===== src/rtl/rcst_consts.svh =====
`ifndef RCST_CONSTS_SVH
`define RCST_CONSTS_SVH
`define RCST_IDX_MCC      16'h0038
`define RCST_IDX_TRIM_HI  16'h0039
`define RCST_IDX_INTEGRITY_CTRL_STATUS    16'h003a
`define RCST_IDX_CKSW     16'h003f
`define RCST_IDX_FT_HI_5V 16'hdee0
`define RCST_IDX_FT_LO_5V 16'hdee1
`define RCST_IDX_FT_HI_3V 16'hdee2
`define RCST_IDX_FT_LO_3V 16'hdee3
`define RCST_RST_MCC      8'h00
`define RCST_RST_TRIM_HI  8'hff
`define RCST_RST_TRIM_LO  2'h0
`define RCST_RST_CKSW     8'h09
`define RCST_MCC_SMS      0
`define RCST_MCC_MCO      1
`define RCST_INTEGRITY_CTRL_STATUS_TLO_HI 6
`define RCST_INTEGRITY_CTRL_STATUS_TLO_LO 5
`define RCST_CKSW_SEL     0
`define RCST_CKSW_MRC_RDY 2
`define RCST_CKSW_LP_RDY  3
`define RCST_LP_READY_CYC 4'h3
`define RCST_MRC_WAIT_CYC 4'h8
`define RCST_MRC_FLAG_CYC 4'h2
`define RCST_SLOW_DIV     32
`define RCST_OPT_MRC      2'h0
`define RCST_OPT_LP       2'h1
`define RCST_OPT_EXT      2'h2
`define RCST_RESP_OKAY    2'h0
`define RCST_RESP_SLVERR  2'h2
`endif


===== src/rtl/rcst_pkg.sv =====
package rcst_pkg;
   typedef enum logic [3:0] {
      ST_BOOT, ST_MRC, ST_TO_LP, ST_LP_ARM, ST_LP, ST_TO_MRC, ST_MRC_FLAG, ST_MRC_ARM, ST_EXT
   } rcst_state_type;
   typedef struct packed {
      logic main_en;
      logic lp_en;
   } rcst_osc_en_type;
   typedef struct packed {
      logic [1:0] startup_opt;
      logic       icc_mode;
      logic       halt_wake;
   } rcst_mode_in_type;
endpackage


===== src/rtl/rcst_top.sv =====
`timescale 1ns/1ns
`include "rcst_consts.svh"
// Functional notes
// - Reset reloads high trim with FFh
// - Ten-bit trim: high register plus bits 6:5
// - Lower trim code means higher frequency
// - Four factory trim bytes always readable
// - Startup option picks post-reset clock source
// - In-circuit mode forces main RC clock
// - Select set: LP on, flag cleared, hold 1
// - LP ready after 3 LP cycles, switch
// - Main RC stops after switch to LP
// - Select cleared: main on, count 8 cycles
// - Clear LP flag, set main flag, switch
// - LP oscillator stops after switch to main
// - Main RC off only in the LP and external clock states
// - Halt wake-up turns LP on under main
// - External clock keeps LP oscillator running
// - Bit 1 enables clock output pin
// - Bit 0 selects divide by 32
// - Switch register resets to 09h
// - Ready flags written by hardware only
module rcst_top #(
   parameter logic [7:0] FT_HI_5V = 8'h80,
   parameter logic [7:0] FT_LO_5V = 8'h00,
   parameter logic [7:0] FT_HI_3V = 8'h80,
   parameter logic [7:0] FT_LO_3V = 8'h00
) (
   // Clock and reset.
   input  wire logic                      CLK_SYS,
   input  wire logic                      RST_N,
   // Register bus, AXI4-Lite slave.
   input  wire logic [17:0]               S_AXI_AWADDR,
   input  wire logic                      S_AXI_AWVALID,
   output logic                           S_AXI_AWREADY,
   input  wire logic [31:0]               S_AXI_WDATA,
   input  wire logic [3:0]                S_AXI_WSTRB,
   input  wire logic                      S_AXI_WVALID,
   output logic                           S_AXI_WREADY,
   output logic [1:0]                     S_AXI_BRESP,
   output logic                           S_AXI_BVALID,
   input  wire logic                      S_AXI_BREADY,
   input  wire logic [17:0]               S_AXI_ARADDR,
   input  wire logic                      S_AXI_ARVALID,
   output logic                           S_AXI_ARREADY,
   output logic [31:0]                    S_AXI_RDATA,
   output logic [1:0]                     S_AXI_RRESP,
   output logic                           S_AXI_RVALID,
   input  wire logic                      S_AXI_RREADY,
   // Oscillator levels and mode straps.
   input  wire logic                      MAIN_RC_CLK,
   input  wire logic                      LP_RC_CLK,
   input  wire logic                      EXT_CLK,
   input  wire rcst_pkg::rcst_mode_in_type MODE,
   // Oscillator control and clock outputs.
   output rcst_pkg::rcst_osc_en_type      OSC_EN,
   output logic [9:0]                     TRIM_CODE,
   output logic                           SYS_CLK_OUT,
   output logic                           CPU_CLK,
   output logic                           CLK_OUT_PIN_O,
   output logic                           CLK_OUT_PIN_OE
);
   import rcst_pkg::*;

   localparam int SRC_MRC = 0;
   localparam int SRC_LP  = 1;
   localparam int SRC_EXT = 2;
   localparam logic [3:0] DIV_LAST = 4'(`RCST_SLOW_DIV / 2 - 1);
   localparam logic [7:0] CKSW_RESET = `RCST_RST_CKSW;

   rcst_state_type  state_r;
   rcst_osc_en_type osc_en_r;
   logic [2:0] src_in;
   logic [2:0] src_s1_r;
   logic [2:0] src_s2_r;
   logic [2:0] src_s3_r;
   logic [2:0] src_rise;
   logic [3:0] cnt_r;
   logic       sw_clk_r;
   logic       mrc_flag_r;
   logic       lp_flag_r;
   logic       src_sel_r;
   logic [7:0] mcc_r;
   logic [7:0] trim_hi_r;
   logic [1:0] trim_lo_r;
   logic       sw_prev_r;
   logic [3:0] div_cnt_r;
   logic       div_clk_r;
   logic       cpu_clk_r;
   logic       pin_o_r;
   logic       pin_oe_r;
   logic        awready_r;
   logic        wready_r;
   logic        bvalid_r;
   logic [1:0]  bresp_r;
   logic [17:0] aw_addr_r;
   logic [7:0]  wdata_r;
   logic        wstrb0_r;
   logic        arready_r;
   logic        rvalid_r;
   logic [1:0]  rresp_r;
   logic [7:0]  rdata_r;
   logic        wr_fire;
   logic        wr_hit;
   logic        in_circuit_comm_mode;

   assign in_circuit_comm_mode    = MODE.icc_mode;
   assign src_in = {EXT_CLK, LP_RC_CLK, MAIN_RC_CLK};

   // Each oscillator level is brought in by two flops; the third only serves the edge detector.
   for (genvar i = 0; i < 3; i++) begin : g_src
      always_ff @(posedge CLK_SYS or negedge RST_N) begin
         if (!RST_N) begin
            src_s1_r[i] <= 1'b0;
            src_s2_r[i] <= 1'b0;
            src_s3_r[i] <= 1'b0;
         end else begin
            src_s1_r[i] <= src_in[i];
            src_s2_r[i] <= src_s1_r[i];
            src_s3_r[i] <= src_s2_r[i];
         end
      end
      assign src_rise[i] = src_s2_r[i] & ~src_s3_r[i];
   end

   // Clock changeover sequencer. The output is only frozen while high and only released on a rising
   // edge of the new source, so neither direction can produce a short pulse.
   always_ff @(posedge CLK_SYS or negedge RST_N) begin
      if (!RST_N) begin
         state_r    <= ST_BOOT;
         cnt_r      <= 4'h0;
         sw_clk_r   <= 1'b1;
         mrc_flag_r <= 1'b0;
         lp_flag_r  <= 1'b1;
      end else begin
         case (state_r)
            ST_BOOT: begin
               cnt_r <= 4'h0;
               if (in_circuit_comm_mode || (MODE.startup_opt != `RCST_OPT_LP && MODE.startup_opt != `RCST_OPT_EXT)) begin
                  state_r    <= ST_MRC;
                  mrc_flag_r <= 1'b1;
                  lp_flag_r  <= 1'b0;
               end else if (MODE.startup_opt == `RCST_OPT_EXT) begin
                  state_r   <= ST_EXT;
                  lp_flag_r <= 1'b0;
               end else begin
                  state_r <= ST_LP;
               end
            end
            ST_MRC: begin
               sw_clk_r <= src_s2_r[SRC_MRC];
               if (src_sel_r && !in_circuit_comm_mode && src_s2_r[SRC_MRC]) begin
                  state_r    <= ST_TO_LP;
                  mrc_flag_r <= 1'b0;
                  cnt_r      <= 4'h0;
               end
            end
            ST_TO_LP: begin
               if (src_rise[SRC_LP]) begin
                  cnt_r <= cnt_r + 4'h1;
                  if (cnt_r == `RCST_LP_READY_CYC - 4'h1) begin
                     lp_flag_r <= 1'b1;
                     state_r   <= ST_LP_ARM;
                  end
               end
            end
            ST_LP_ARM: begin
               if (src_rise[SRC_LP]) begin
                  state_r <= ST_LP;
               end
            end
            ST_LP: begin
               sw_clk_r <= src_s2_r[SRC_LP];
               if (!src_sel_r || in_circuit_comm_mode) begin
                  state_r <= ST_TO_MRC;
                  cnt_r   <= 4'h0;
               end
            end
            ST_TO_MRC: begin
               sw_clk_r <= src_s2_r[SRC_LP];
               if (src_rise[SRC_MRC]) begin
                  cnt_r <= cnt_r + 4'h1;
                  if (cnt_r == `RCST_MRC_WAIT_CYC - 4'h1) begin
                     state_r <= ST_MRC_FLAG;
                     cnt_r   <= 4'h0;
                  end
               end
            end
            ST_MRC_FLAG: begin
               if (lp_flag_r) begin
                  sw_clk_r <= src_s2_r[SRC_LP];
                  if (src_rise[SRC_LP]) begin
                     lp_flag_r <= 1'b0;
                  end
               end else if (src_rise[SRC_MRC]) begin
                  cnt_r <= cnt_r + 4'h1;
                  if (cnt_r == `RCST_MRC_FLAG_CYC - 4'h1) begin
                     mrc_flag_r <= 1'b1;
                     state_r    <= ST_MRC_ARM;
                  end
               end
            end
            ST_MRC_ARM: begin
               if (src_rise[SRC_MRC]) begin
                  state_r <= ST_MRC;
               end
            end
            ST_EXT: begin
               sw_clk_r <= src_s2_r[SRC_EXT];
            end
            default: begin
               state_r <= ST_BOOT;
            end
         endcase
      end
   end

   // Oscillator enables follow the sequencer one cycle later.
   always_ff @(posedge CLK_SYS or negedge RST_N) begin
      if (!RST_N) begin
         osc_en_r <= '{main_en: 1'b1, lp_en: 1'b1};
      end else begin
         case (state_r)
            ST_MRC:  osc_en_r <= '{main_en: 1'b1, lp_en: MODE.halt_wake};
            ST_LP:   osc_en_r <= '{main_en: 1'b0, lp_en: 1'b1};
            ST_EXT:  osc_en_r <= '{main_en: 1'b0, lp_en: 1'b1};
            default: osc_en_r <= '{main_en: 1'b1, lp_en: 1'b1};
         endcase
      end
   end

   // Slow mode divider and clock output pin.
   always_ff @(posedge CLK_SYS or negedge RST_N) begin
      if (!RST_N) begin
         sw_prev_r <= 1'b1;
         div_cnt_r <= 4'h0;
         div_clk_r <= 1'b0;
         cpu_clk_r <= 1'b1;
         pin_o_r   <= 1'b0;
         pin_oe_r  <= 1'b0;
      end else begin
         sw_prev_r <= sw_clk_r;
         if (sw_clk_r && !sw_prev_r) begin
            if (div_cnt_r == DIV_LAST) begin
               div_cnt_r <= 4'h0;
               div_clk_r <= ~div_clk_r;
            end else begin
               div_cnt_r <= div_cnt_r + 4'h1;
            end
         end
         cpu_clk_r <= mcc_r[`RCST_MCC_SMS] ? div_clk_r : sw_clk_r;
         pin_oe_r  <= mcc_r[`RCST_MCC_MCO];
         pin_o_r   <= mcc_r[`RCST_MCC_MCO] & (mcc_r[`RCST_MCC_SMS] ? div_clk_r : sw_clk_r);
      end
   end

   // AXI4-Lite write channels; address and data are taken in either order.
   assign wr_fire = !awready_r && !wready_r && !bvalid_r;
   assign wr_hit  = (aw_addr_r[1:0] == 2'h0) &&
                    (aw_addr_r[17:2] == `RCST_IDX_MCC || aw_addr_r[17:2] == `RCST_IDX_TRIM_HI ||
                     aw_addr_r[17:2] == `RCST_IDX_INTEGRITY_CTRL_STATUS || aw_addr_r[17:2] == `RCST_IDX_CKSW);

   always_ff @(posedge CLK_SYS or negedge RST_N) begin
      if (!RST_N) begin
         awready_r <= 1'b1;
         aw_addr_r <= 18'h0;
         wready_r  <= 1'b1;
         wdata_r   <= 8'h0;
         wstrb0_r  <= 1'b0;
      end else begin
         if (S_AXI_AWVALID && awready_r) begin
            awready_r <= 1'b0;
            aw_addr_r <= S_AXI_AWADDR;
         end else if (bvalid_r && S_AXI_BREADY) begin
            awready_r <= 1'b1;
         end
         if (S_AXI_WVALID && wready_r) begin
            wready_r <= 1'b0;
            wdata_r  <= S_AXI_WDATA[7:0];
            wstrb0_r <= S_AXI_WSTRB[0];
         end else if (bvalid_r && S_AXI_BREADY) begin
            wready_r <= 1'b1;
         end
      end
   end

   always_ff @(posedge CLK_SYS or negedge RST_N) begin
      if (!RST_N) begin
         bvalid_r <= 1'b0;
         bresp_r  <= `RCST_RESP_OKAY;
      end else if (wr_fire) begin
         bvalid_r <= 1'b1;
         bresp_r  <= wr_hit ? `RCST_RESP_OKAY : `RCST_RESP_SLVERR;
      end else if (bvalid_r && S_AXI_BREADY) begin
         bvalid_r <= 1'b0;
      end
   end

   // Software registers; the ready flags have no write path.
   always_ff @(posedge CLK_SYS or negedge RST_N) begin
      if (!RST_N) begin
         mcc_r     <= `RCST_RST_MCC;
         trim_hi_r <= `RCST_RST_TRIM_HI;
         trim_lo_r <= `RCST_RST_TRIM_LO;
         src_sel_r <= CKSW_RESET[`RCST_CKSW_SEL];
      end else begin
         if (state_r == ST_BOOT) begin
            src_sel_r <= !in_circuit_comm_mode && (MODE.startup_opt == `RCST_OPT_LP);
         end else if (wr_fire && wr_hit && wstrb0_r) begin
            case (aw_addr_r[17:2])
               `RCST_IDX_MCC:     mcc_r <= {6'h0, wdata_r[`RCST_MCC_MCO], wdata_r[`RCST_MCC_SMS]};
               `RCST_IDX_TRIM_HI: trim_hi_r <= wdata_r;
               `RCST_IDX_INTEGRITY_CTRL_STATUS:   trim_lo_r <= wdata_r[`RCST_INTEGRITY_CTRL_STATUS_TLO_HI:`RCST_INTEGRITY_CTRL_STATUS_TLO_LO];
               `RCST_IDX_CKSW:    src_sel_r <= wdata_r[`RCST_CKSW_SEL];
               default:           mcc_r <= mcc_r;
            endcase
         end
      end
   end

   // AXI4-Lite read channel.
   always_ff @(posedge CLK_SYS or negedge RST_N) begin
      if (!RST_N) begin
         arready_r <= 1'b1;
         rvalid_r  <= 1'b0;
         rresp_r   <= `RCST_RESP_OKAY;
         rdata_r   <= 8'h0;
      end else if (S_AXI_ARVALID && arready_r) begin
         arready_r <= 1'b0;
         rvalid_r  <= 1'b1;
         rresp_r   <= `RCST_RESP_OKAY;
         rdata_r   <= 8'h0;
         if (S_AXI_ARADDR[1:0] != 2'h0) begin
            rresp_r <= `RCST_RESP_SLVERR;
         end else begin
            case (S_AXI_ARADDR[17:2])
               `RCST_IDX_MCC:      rdata_r <= mcc_r;
               `RCST_IDX_TRIM_HI:  rdata_r <= trim_hi_r;
               `RCST_IDX_INTEGRITY_CTRL_STATUS:    rdata_r <= {1'b0, trim_lo_r, 5'h0};
               `RCST_IDX_CKSW:     rdata_r <= {4'h0, lp_flag_r, mrc_flag_r, 1'b0, src_sel_r};
               `RCST_IDX_FT_HI_5V: rdata_r <= FT_HI_5V;
               `RCST_IDX_FT_LO_5V: rdata_r <= FT_LO_5V;
               `RCST_IDX_FT_HI_3V: rdata_r <= FT_HI_3V;
               `RCST_IDX_FT_LO_3V: rdata_r <= FT_LO_3V;
               default:            rresp_r <= `RCST_RESP_SLVERR;
            endcase
         end
      end else if (rvalid_r && S_AXI_RREADY) begin
         arready_r <= 1'b1;
         rvalid_r  <= 1'b0;
      end
   end

   assign S_AXI_AWREADY  = awready_r;
   assign S_AXI_WREADY   = wready_r;
   assign S_AXI_BVALID   = bvalid_r;
   assign S_AXI_BRESP    = bresp_r;
   assign S_AXI_ARREADY  = arready_r;
   assign S_AXI_RVALID   = rvalid_r;
   assign S_AXI_RRESP    = rresp_r;
   assign S_AXI_RDATA    = {24'h0, rdata_r};
   assign OSC_EN         = osc_en_r;
   assign TRIM_CODE      = {trim_hi_r, trim_lo_r};
   assign SYS_CLK_OUT    = sw_clk_r;
   assign CPU_CLK        = cpu_clk_r;
   assign CLK_OUT_PIN_O  = pin_o_r;
   assign CLK_OUT_PIN_OE = pin_oe_r;

   a_trim_reset: assert property (@(posedge CLK_SYS) $rose(RST_N) |-> TRIM_CODE == 10'h3fc)
      else $error("trim not restored after reset");
   a_trim_write: assert property (@(posedge CLK_SYS) disable iff (!RST_N)
      wr_fire && wr_hit && wstrb0_r && aw_addr_r[17:2] == `RCST_IDX_TRIM_HI && state_r != ST_BOOT
      |=> TRIM_CODE[9:2] == $past(wdata_r))
      else $error("trim high write lost");
   a_icc_main: assert property (@(posedge CLK_SYS) disable iff (!RST_N)
      state_r == ST_BOOT && in_circuit_comm_mode |=> state_r == ST_MRC ##1 OSC_EN.main_en)
      else $error("in-circuit mode did not force main clock");
   a_lp_request: assert property (@(posedge CLK_SYS) disable iff (!RST_N)
      state_r == ST_MRC && src_sel_r && !in_circuit_comm_mode && src_s2_r[SRC_MRC]
      |=> !mrc_flag_r && SYS_CLK_OUT ##1 OSC_EN.lp_en)
      else $error("request to low-power clock mishandled");
   a_hold_high: assert property (@(posedge CLK_SYS) disable iff (!RST_N)
      state_r inside {ST_TO_LP, ST_LP_ARM, ST_MRC_ARM} |-> SYS_CLK_OUT)
      else $error("clock not held high during changeover");
   a_lp_ready: assert property (@(posedge CLK_SYS) disable iff (!RST_N)
      $rose(lp_flag_r) && $past(state_r) == ST_TO_LP |-> $past(cnt_r) == 4'h2 && state_r == ST_LP_ARM)
      else $error("low-power ready set at wrong count");
   a_main_stop: assert property (@(posedge CLK_SYS) disable iff (!RST_N)
      state_r == ST_LP ##1 state_r == ST_LP |-> !OSC_EN.main_en)
      else $error("main oscillator left running on low-power clock");
   a_main_wait: assert property (@(posedge CLK_SYS) disable iff (!RST_N)
      state_r == ST_TO_MRC ##1 state_r == ST_MRC_FLAG |-> $past(cnt_r) == 4'h7 && $past(src_rise[SRC_MRC]))
      else $error("main wait not eight cycles");
   a_flag_order: assert property (@(posedge CLK_SYS) disable iff (!RST_N)
      $rose(mrc_flag_r) && state_r == ST_MRC_ARM |-> !lp_flag_r)
      else $error("main ready set before low-power ready cleared");
   a_lp_stop: assert property (@(posedge CLK_SYS) disable iff (!RST_N)
      state_r == ST_MRC && !MODE.halt_wake |=> !OSC_EN.lp_en)
      else $error("low-power oscillator left running on main clock");
   a_ext_lp_on: assert property (@(posedge CLK_SYS) disable iff (!RST_N)
      state_r == ST_EXT |=> OSC_EN.lp_en && !OSC_EN.main_en)
      else $error("low-power oscillator off with external clock");
   a_pin_enable: assert property (@(posedge CLK_SYS) disable iff (!RST_N)
      !mcc_r[`RCST_MCC_MCO] |=> !CLK_OUT_PIN_OE && !CLK_OUT_PIN_O)
      else $error("clock pin driven while disabled");
   a_slow_div: assert property (@(posedge CLK_SYS) disable iff (!RST_N)
      $changed(div_clk_r) |-> $past(div_cnt_r) == DIV_LAST)
      else $error("slow divider toggled early");
   a_switch_reset: assert property (@(posedge CLK_SYS) $rose(RST_N) |-> src_sel_r && lp_flag_r && !mrc_flag_r)
      else $error("switch register reset value wrong");

   c_to_lp:   cover property (@(posedge CLK_SYS) disable iff (!RST_N) state_r == ST_LP_ARM ##1 state_r == ST_LP);
   c_to_main: cover property (@(posedge CLK_SYS) disable iff (!RST_N) state_r == ST_MRC_ARM ##1 state_r == ST_MRC);
   c_slow:    cover property (@(posedge CLK_SYS) disable iff (!RST_N) mcc_r[`RCST_MCC_SMS] && $changed(div_clk_r));
   c_ext:     cover property (@(posedge CLK_SYS) disable iff (!RST_N) state_r == ST_EXT);

endmodule // rcst_top


===== config.mk =====
export PLATFORM = sky130hd
export DESIGN_NAME = rcst_top
export DESIGN_NICKNAME = d
export VERILOG_FILES = /design/src/rtl/rcst_pkg.sv /design/src/rtl/rcst_top.sv
export VERILOG_INCLUDE_DIRS = /design/src /design/src/rtl
export SDC_FILE = /design/constraint.sdc
export NUM_CORES = 1
export LEC_CHECK = 0
export BUFFER_PORTS_ARGS = -buffer_cell sky130_fd_sc_hd__buf_2
export CAP_MARGIN = 20
export CORE_MARGIN = 2
export CORE_UTILIZATION = 51
export CTS_BUF_LIST = sky130_fd_sc_hd__clkbuf_16
export CTS_CLUSTER_SIZE = 25
export DETAILED_ROUTE_END_ITERATION = 8
export PLACE_DENSITY = 0.78
export SKIP_CTS_REPAIR_TIMING = 1
export SYNTH_ARGS = -nofsm -noshare
export SYNTH_HDL_FRONTEND = slang
export SYNTH_SLANG_ARGS = --single-unit

===== constraint.sdc =====
create_clock -name CLK_SYS -period 4.2 [get_ports CLK_SYS]
set_input_delay 0.84 -clock CLK_SYS [delete_from_list [all_inputs] [get_ports CLK_SYS]]
set_output_delay 0.84 -clock CLK_SYS [all_outputs]
set_load 0.01 [all_outputs]

# == Word level (Yosys, flattened, before mapping) ==
# Index checks and enable logic that the tools add are counted.
# word_totals
reg_bits,87
out_inout_bits,57
word_cells,198
# classes
n_addsub,2
eq_ne,42
mux,57
n_bitwise,8
reduce_logical,53
# ops
operator,count
$eq A16 B6 Y1 const B,8
$mux W4,21
$eq A16 B16 Y1 const B,4
$pmux W8 S5,1
$pmux W4 S9,1
$ne A2 B2 Y1 const B,14
$mux W1,25
$pmux W4 S6,1
$eq A4 B3 Y1 const B,5
$logic_and A1 B1 Y1,15
$reduce_bool A2 Y1,7
$eq A4 B2 Y1 const B,3
$reduce_and A12 Y1,1
$reduce_and A3 Y1,3
$add A4 B1 Y4 const B,2
$eq A4 B1 Y1 const B,2
$eq A4 B4 Y1 const B,2
$mux W8,1
$reduce_or A8 Y1,1
$reduce_and A7 Y1,1
$logic_not A1 Y1,6
$mux W2,3
$pmux W1 S3,2
$reduce_and A2 Y1,3
other kinds (17),30

# == Logic depth before layout (Yosys ltp) ==
# depth
word_depth,9
mapped_depth,7
mapped_depth_nobuf,7

# == Worst setup path before layout ==
# Ideal clock, no wire load.
# synth_timing
path_kind,input to register
start,in S_AXI_ARADDR[10]
end,reg rdata_r[2]
t_arrival_ps,2272
required_ps,4117
setup_slack_ps,1846
cell_stages,6
n_path_buf,1
cell_sequence,or4b_2 > nor3_1 > and3_1 > clkbuf_1 > o211ai_1 > o21ai_0
# synth_between
elab_chain_len,4
# synth_lines
element,line,rtl
start: declaration,rcst_top.sv:43,"input wire logic [17:0] S_AXI_ARADDR,"
$eq A16 B16 Y1,rcst_top.sv:336,case (S_AXI_ARADDR[17:2])
$reduce_or A2 Y1 (no source line),--,
$pmux W8 S5 (*),rcst_top.sv:336,
$mux W8 (*),rcst_top.sv:333,if (S_AXI_ARADDR[1:0] != 2'h0) begin
end signal: assignment,rcst_top.sv:337,`RCST_IDX_MCC: rdata_r <= mcc_r;
end signal: assignment,rcst_top.sv:338,`RCST_IDX_TRIM_HI: rdata_r <= trim_hi_r;
end signal: assignment,rcst_top.sv:339,"`RCST_IDX_INTEGRITY_CTRL_STATUS: rdata_r <= {1'b0, trim_lo_r, 5'h0};"
end: declaration,rcst_top.sv:102,logic [7:0] rdata_r;
# Mark *: on every way between the ends. The rest lies on a longest branch, timed or not.
# A chain may end at the register's enable or synchronous reset.

# == Worst setup path in the final report ==
# layout_timing
start,reg aw_addr_r[12]
end,reg mcc_r[0]
# layout_between
elab_chain_len,8
# layout_lines
element,line,rtl
start: declaration,rcst_top.sv:96,logic [17:0] aw_addr_r;
start signal: assignment,rcst_top.sv:266,aw_addr_r <= 18'h0;
start signal: assignment,rcst_top.sv:273,aw_addr_r <= S_AXI_AWADDR;
"$eq A16 B6 Y1, on equally long branches",--,
$logic_or A1 B1 Y1 (no source line) (3 in a row),--,
$logic_and A1 B1 Y1,rcst_top.sv:259,assign wr_hit = (aw_addr_r[1:0] == 2'h0) &&
$logic_and A1 B1 Y1 (2 in a row),rcst_top.sv:309,end else if (wr_fire && wr_hit && wstrb0_r) begin
$reduce_and A3 Y1 (no source line) (*),--,
end signal: assignment,rcst_top.sv:302,mcc_r <= `RCST_RST_MCC;
end signal: assignment,rcst_top.sv:311,"`RCST_IDX_MCC: mcc_r <= {6'h0, wdata_r[`RCST_MCC_MCO], wdata_r[`RCST_MCC_SMS]};"
end signal: assignment,rcst_top.sv:315,default: mcc_r <= mcc_r;
end: declaration,rcst_top.sv:83,logic [7:0] mcc_r;
# Marked as above.

==> impl_metrics.json <==
{
  "status": "completed",
  "cts_buffers": 9,
  "power.density_nw_per_um2": 599,
  "synth-seq-cells": 85,
  "rsz0062_at_grt": "false",
  "grt_max_degree": 86,
  "routedWlPerCell_um": 14.7,
  "core_um2": 8090,
  "ys_types": 60,
  "n_antenna_cell": 0,
  "critical-path-max-stage-delay_ns": 0.57,
  "drt_pass1_iterations": 5,
  "crit_chain": "or4_4, or4_4, nor2_4, and4bb_1, mux2_1",
  "wirelength_mm": 8.41,
  "drive_gt1_share_pct": 36.3,
  "synthArstFlopShare_pct": 100,
  "synth_common_cells": "dfrtp_1, mux2_2, nand2_1",
  "synth_area_leaders": "dfrtp_1, dfstp_2, mux2_2",
  "max_freq_mhz": 424,
  "yosysWarnings": 0,
  "cp_common_cell": "or4_4",
  "totalPowerFinal_w": 0.00294,
  "die_y_um": 94.6,
  "cts_tree": "done",
  "slew_violations": 0,
  "start_util_pct": 51.7,
  "drt-initial-drc-count": 158,
  "clock-sinks": 85,
  "synth-edff-count": 0,
  "area.growth.synth_to_final_pct": 17.5,
  "io_buffer_count": 89,
  "die_w_um": 94.6,
  "dp_hpwl_mm": 6.07,
  "relSlewSlack_pct": 51.9,
  "die-area_um2": 8940,
  "finalSetupTns_ns": 0,
  "setup_viol": 0,
  "grtUsageTotal_pct": 19.2,
  "synth.cell_area_um2": 4180,
  "cp_slowest_cell": "or4_4",
  "yosysTopAreaCell": "dfrtp_1",
  "gp_congestion": 0.962,
  "crit_path_max_fanout": 3,
  "fp-row-count": 33,
  "period_minus_slack_ns": 2.36,
  "cts_max_path_buffers": 2,
  "route.detailed.drc": 0,
  "cp-end-kind": "flop",
  "n_fill_cell": 677,
  "root_buffer": "clkbuf_16",
  "worstSetupPathType": "flop to flop",
  "skew_ns": 0.00549,
  "avgSynthCellArea_um2": 11.2,
  "antenna_found_initial": 1,
  "worstMarginPinSlew_ns": 0.720,
  "period_share_pct": 56.1,
  "num_vias": 3083,
  "start_kind": "flop",
  "hold_violations": 0,
  "maxCapViolations": 0,
  "drtAntennaViolNets": 0,
  "hold_path.class": "flop to flop",
  "grt_pass1_vias": 2919,
  "vias_per_cell": 5.40,
  "required_ns": 4.41,
  "synth.most_common_cell": "dfrtp_1",
  "clk_latency_ns": 0.33,
  "overflow": 0,
  "grt_first_pass_wirelength_mm": 13.3,
  "io_pins": 143,
  "synth_ff_type": "dfrtp_1",
  "cp_data_arrival_time_ns": 2.56,
  "cts.htree.levels": 3,
  "clk_pin_slew_ns": 0.06,
  "hold_slack_ns": 0.352,
  "finalNetCount": 553,
  "peakVddDrop_uv": 296,
  "p_leak_nw": 2.26,
  "synthCells": 375,
  "yosysSeqAreaShare_pct": 51.4,
  "synth_top_area_share_pct": 40.1
}
-- worst paths after layout --
path                                     from      endpoint  slack [ns]  cells after the start
worst min register to register    src_s1_r[2]   src_s2_r[2]        0.35                      0
worst max-delay path            aw_addr_r[12]      mcc_r[0]        1.84                      5
worst max register to register  aw_addr_r[12]      mcc_r[0]        1.84                      5
min in group asynchronous               RST_N   src_s1_r[1]        0.46                      1
max in group asynchronous               RST_N  trim_hi_r[7]        3.07                      2
worst min-delay path              src_s1_r[2]   src_s2_r[2]        0.35                      0
-- cell families (layout without fill, tap and decap cells) --
family                     count (synthesis)  after routing  share of synthesized area [%]
DFF                                       85             85                           51.4
adders and majority gates                  6              6                           1.79
and+or+nand+nor                          111            111                           15.5
buffers and inverters                     52            118                           7.06
AOI/OAI and AO/OA                         69             69                           10.8
other                                      1             26                         0.0897
muxes                                     49             49                           13.0
xor gates and xnor gates                   2              2                          0.419
-- critical path: cells and delay by family (launching register included) --
family	cells	cell delay, ns
and+or+nand+nor	4	1.50
DFF	1	0.38
muxes	1	0.35
-- per-stage QoR --
| step | worst slack (ns) | cells | instance area [µm²] | util [%] |
|---|---|---|---|---|
| 2_1_floorplan | 1.85 | 400 | 4280 | - |
| 3_3_place_gp | 1.71 | 554 | 4610 | 56.9 |
| 3_5_place_dp | 1.68 | 554 | 4610 | 56.9 |
| 4_1_cts | 1.84 | 570 | 4900 | 60.5 |
| 5_1_grt | 1.71 | 571 | 4920 | 60.7 |
| 6_report | 1.84 | 571 | 4920 | 60.7 |
-- placed cells by master (no fill, tap or decap), types with 4 or more instances in the layout --
master     Yosys  layout
ha_1           6       6
nor4_1         4       4
clkbuf_16      0       9
nand2b_1       6       6
a22oi_1        5       5
nor3_1         8       8
or3_1          4       4
mux2_1         4       4
nand4_1        4       4
nor2b_1        8       8
nand3b_1       4       4
mux2i_1        7       7
nor2_1        11      11
a21oi_1       15      15
dfrtp_1       67      67
dfstp_2       18      18
buf_2          2      88
inv_1         12      12
o21ai_0       21      21
nand3_1        7       7
nand2_1       29      29
nor4b_1        4       4
mux2_2        38      38
conb_1         1      26
-- metal layers --
layer / vias up / track usage (%) / wire (µm)
met3: 21 / 4.39 / 522
met5: - / 0 / 13
li1: 1480 / - / -
met1: 1476 / 24.8 / 3690
met4: 2 / 9.54 / 231
met2: 104 / 30.7 / 3950
-- flip-flops by register name (all words and copies together), names as in the netlist, 2 cells and up --
| signal | flops |
|---|---|
| OSC_EN | 2 |
| aw_addr_r | 18 |
| cnt_r | 4 |
| div_cnt_r | 4 |
| mcc_r | 2 |
| rdata_r | 8 |
| src_s1_r | 3 |
| src_s2_r | 3 |
| src_s3_r | 2 |
| state_r | 4 |
| trim_hi_r | 8 |
| trim_lo_r | 2 |
| wdata_r | 8 |
-- where the power goes --
| part | internal [W] | leakage (nW) | switching, W |
|---|---|---|---|
| Sequential | 0.00108 | 1.01 | 0.000245 |
| Clock | 0.000456 | 0.135 | 0.000316 |
| Combinational | 0.000430 | 1.11 | 0.000415 |
-- cell type report --
| cell class | count | area [µm²] | area share (%) |
|---|---|---|---|
| Multi-Input combinational cell | 263 | 1830 | 37.3 |
| Timing Repair Buffer | 90 | 468 | 9.52 |
| Sequential cell | 85 | 2150 | 43.7 |
| Inverter | 12 | 45.0 | 0.916 |
| Tap cell | 105 | 131 | 2.67 |
| Clock buffer | 9 | 225 | 4.58 |
| Clock inverter | 7 | 65.1 | 1.32 |
Note: power is estimated with default switching activity, not from simulation.
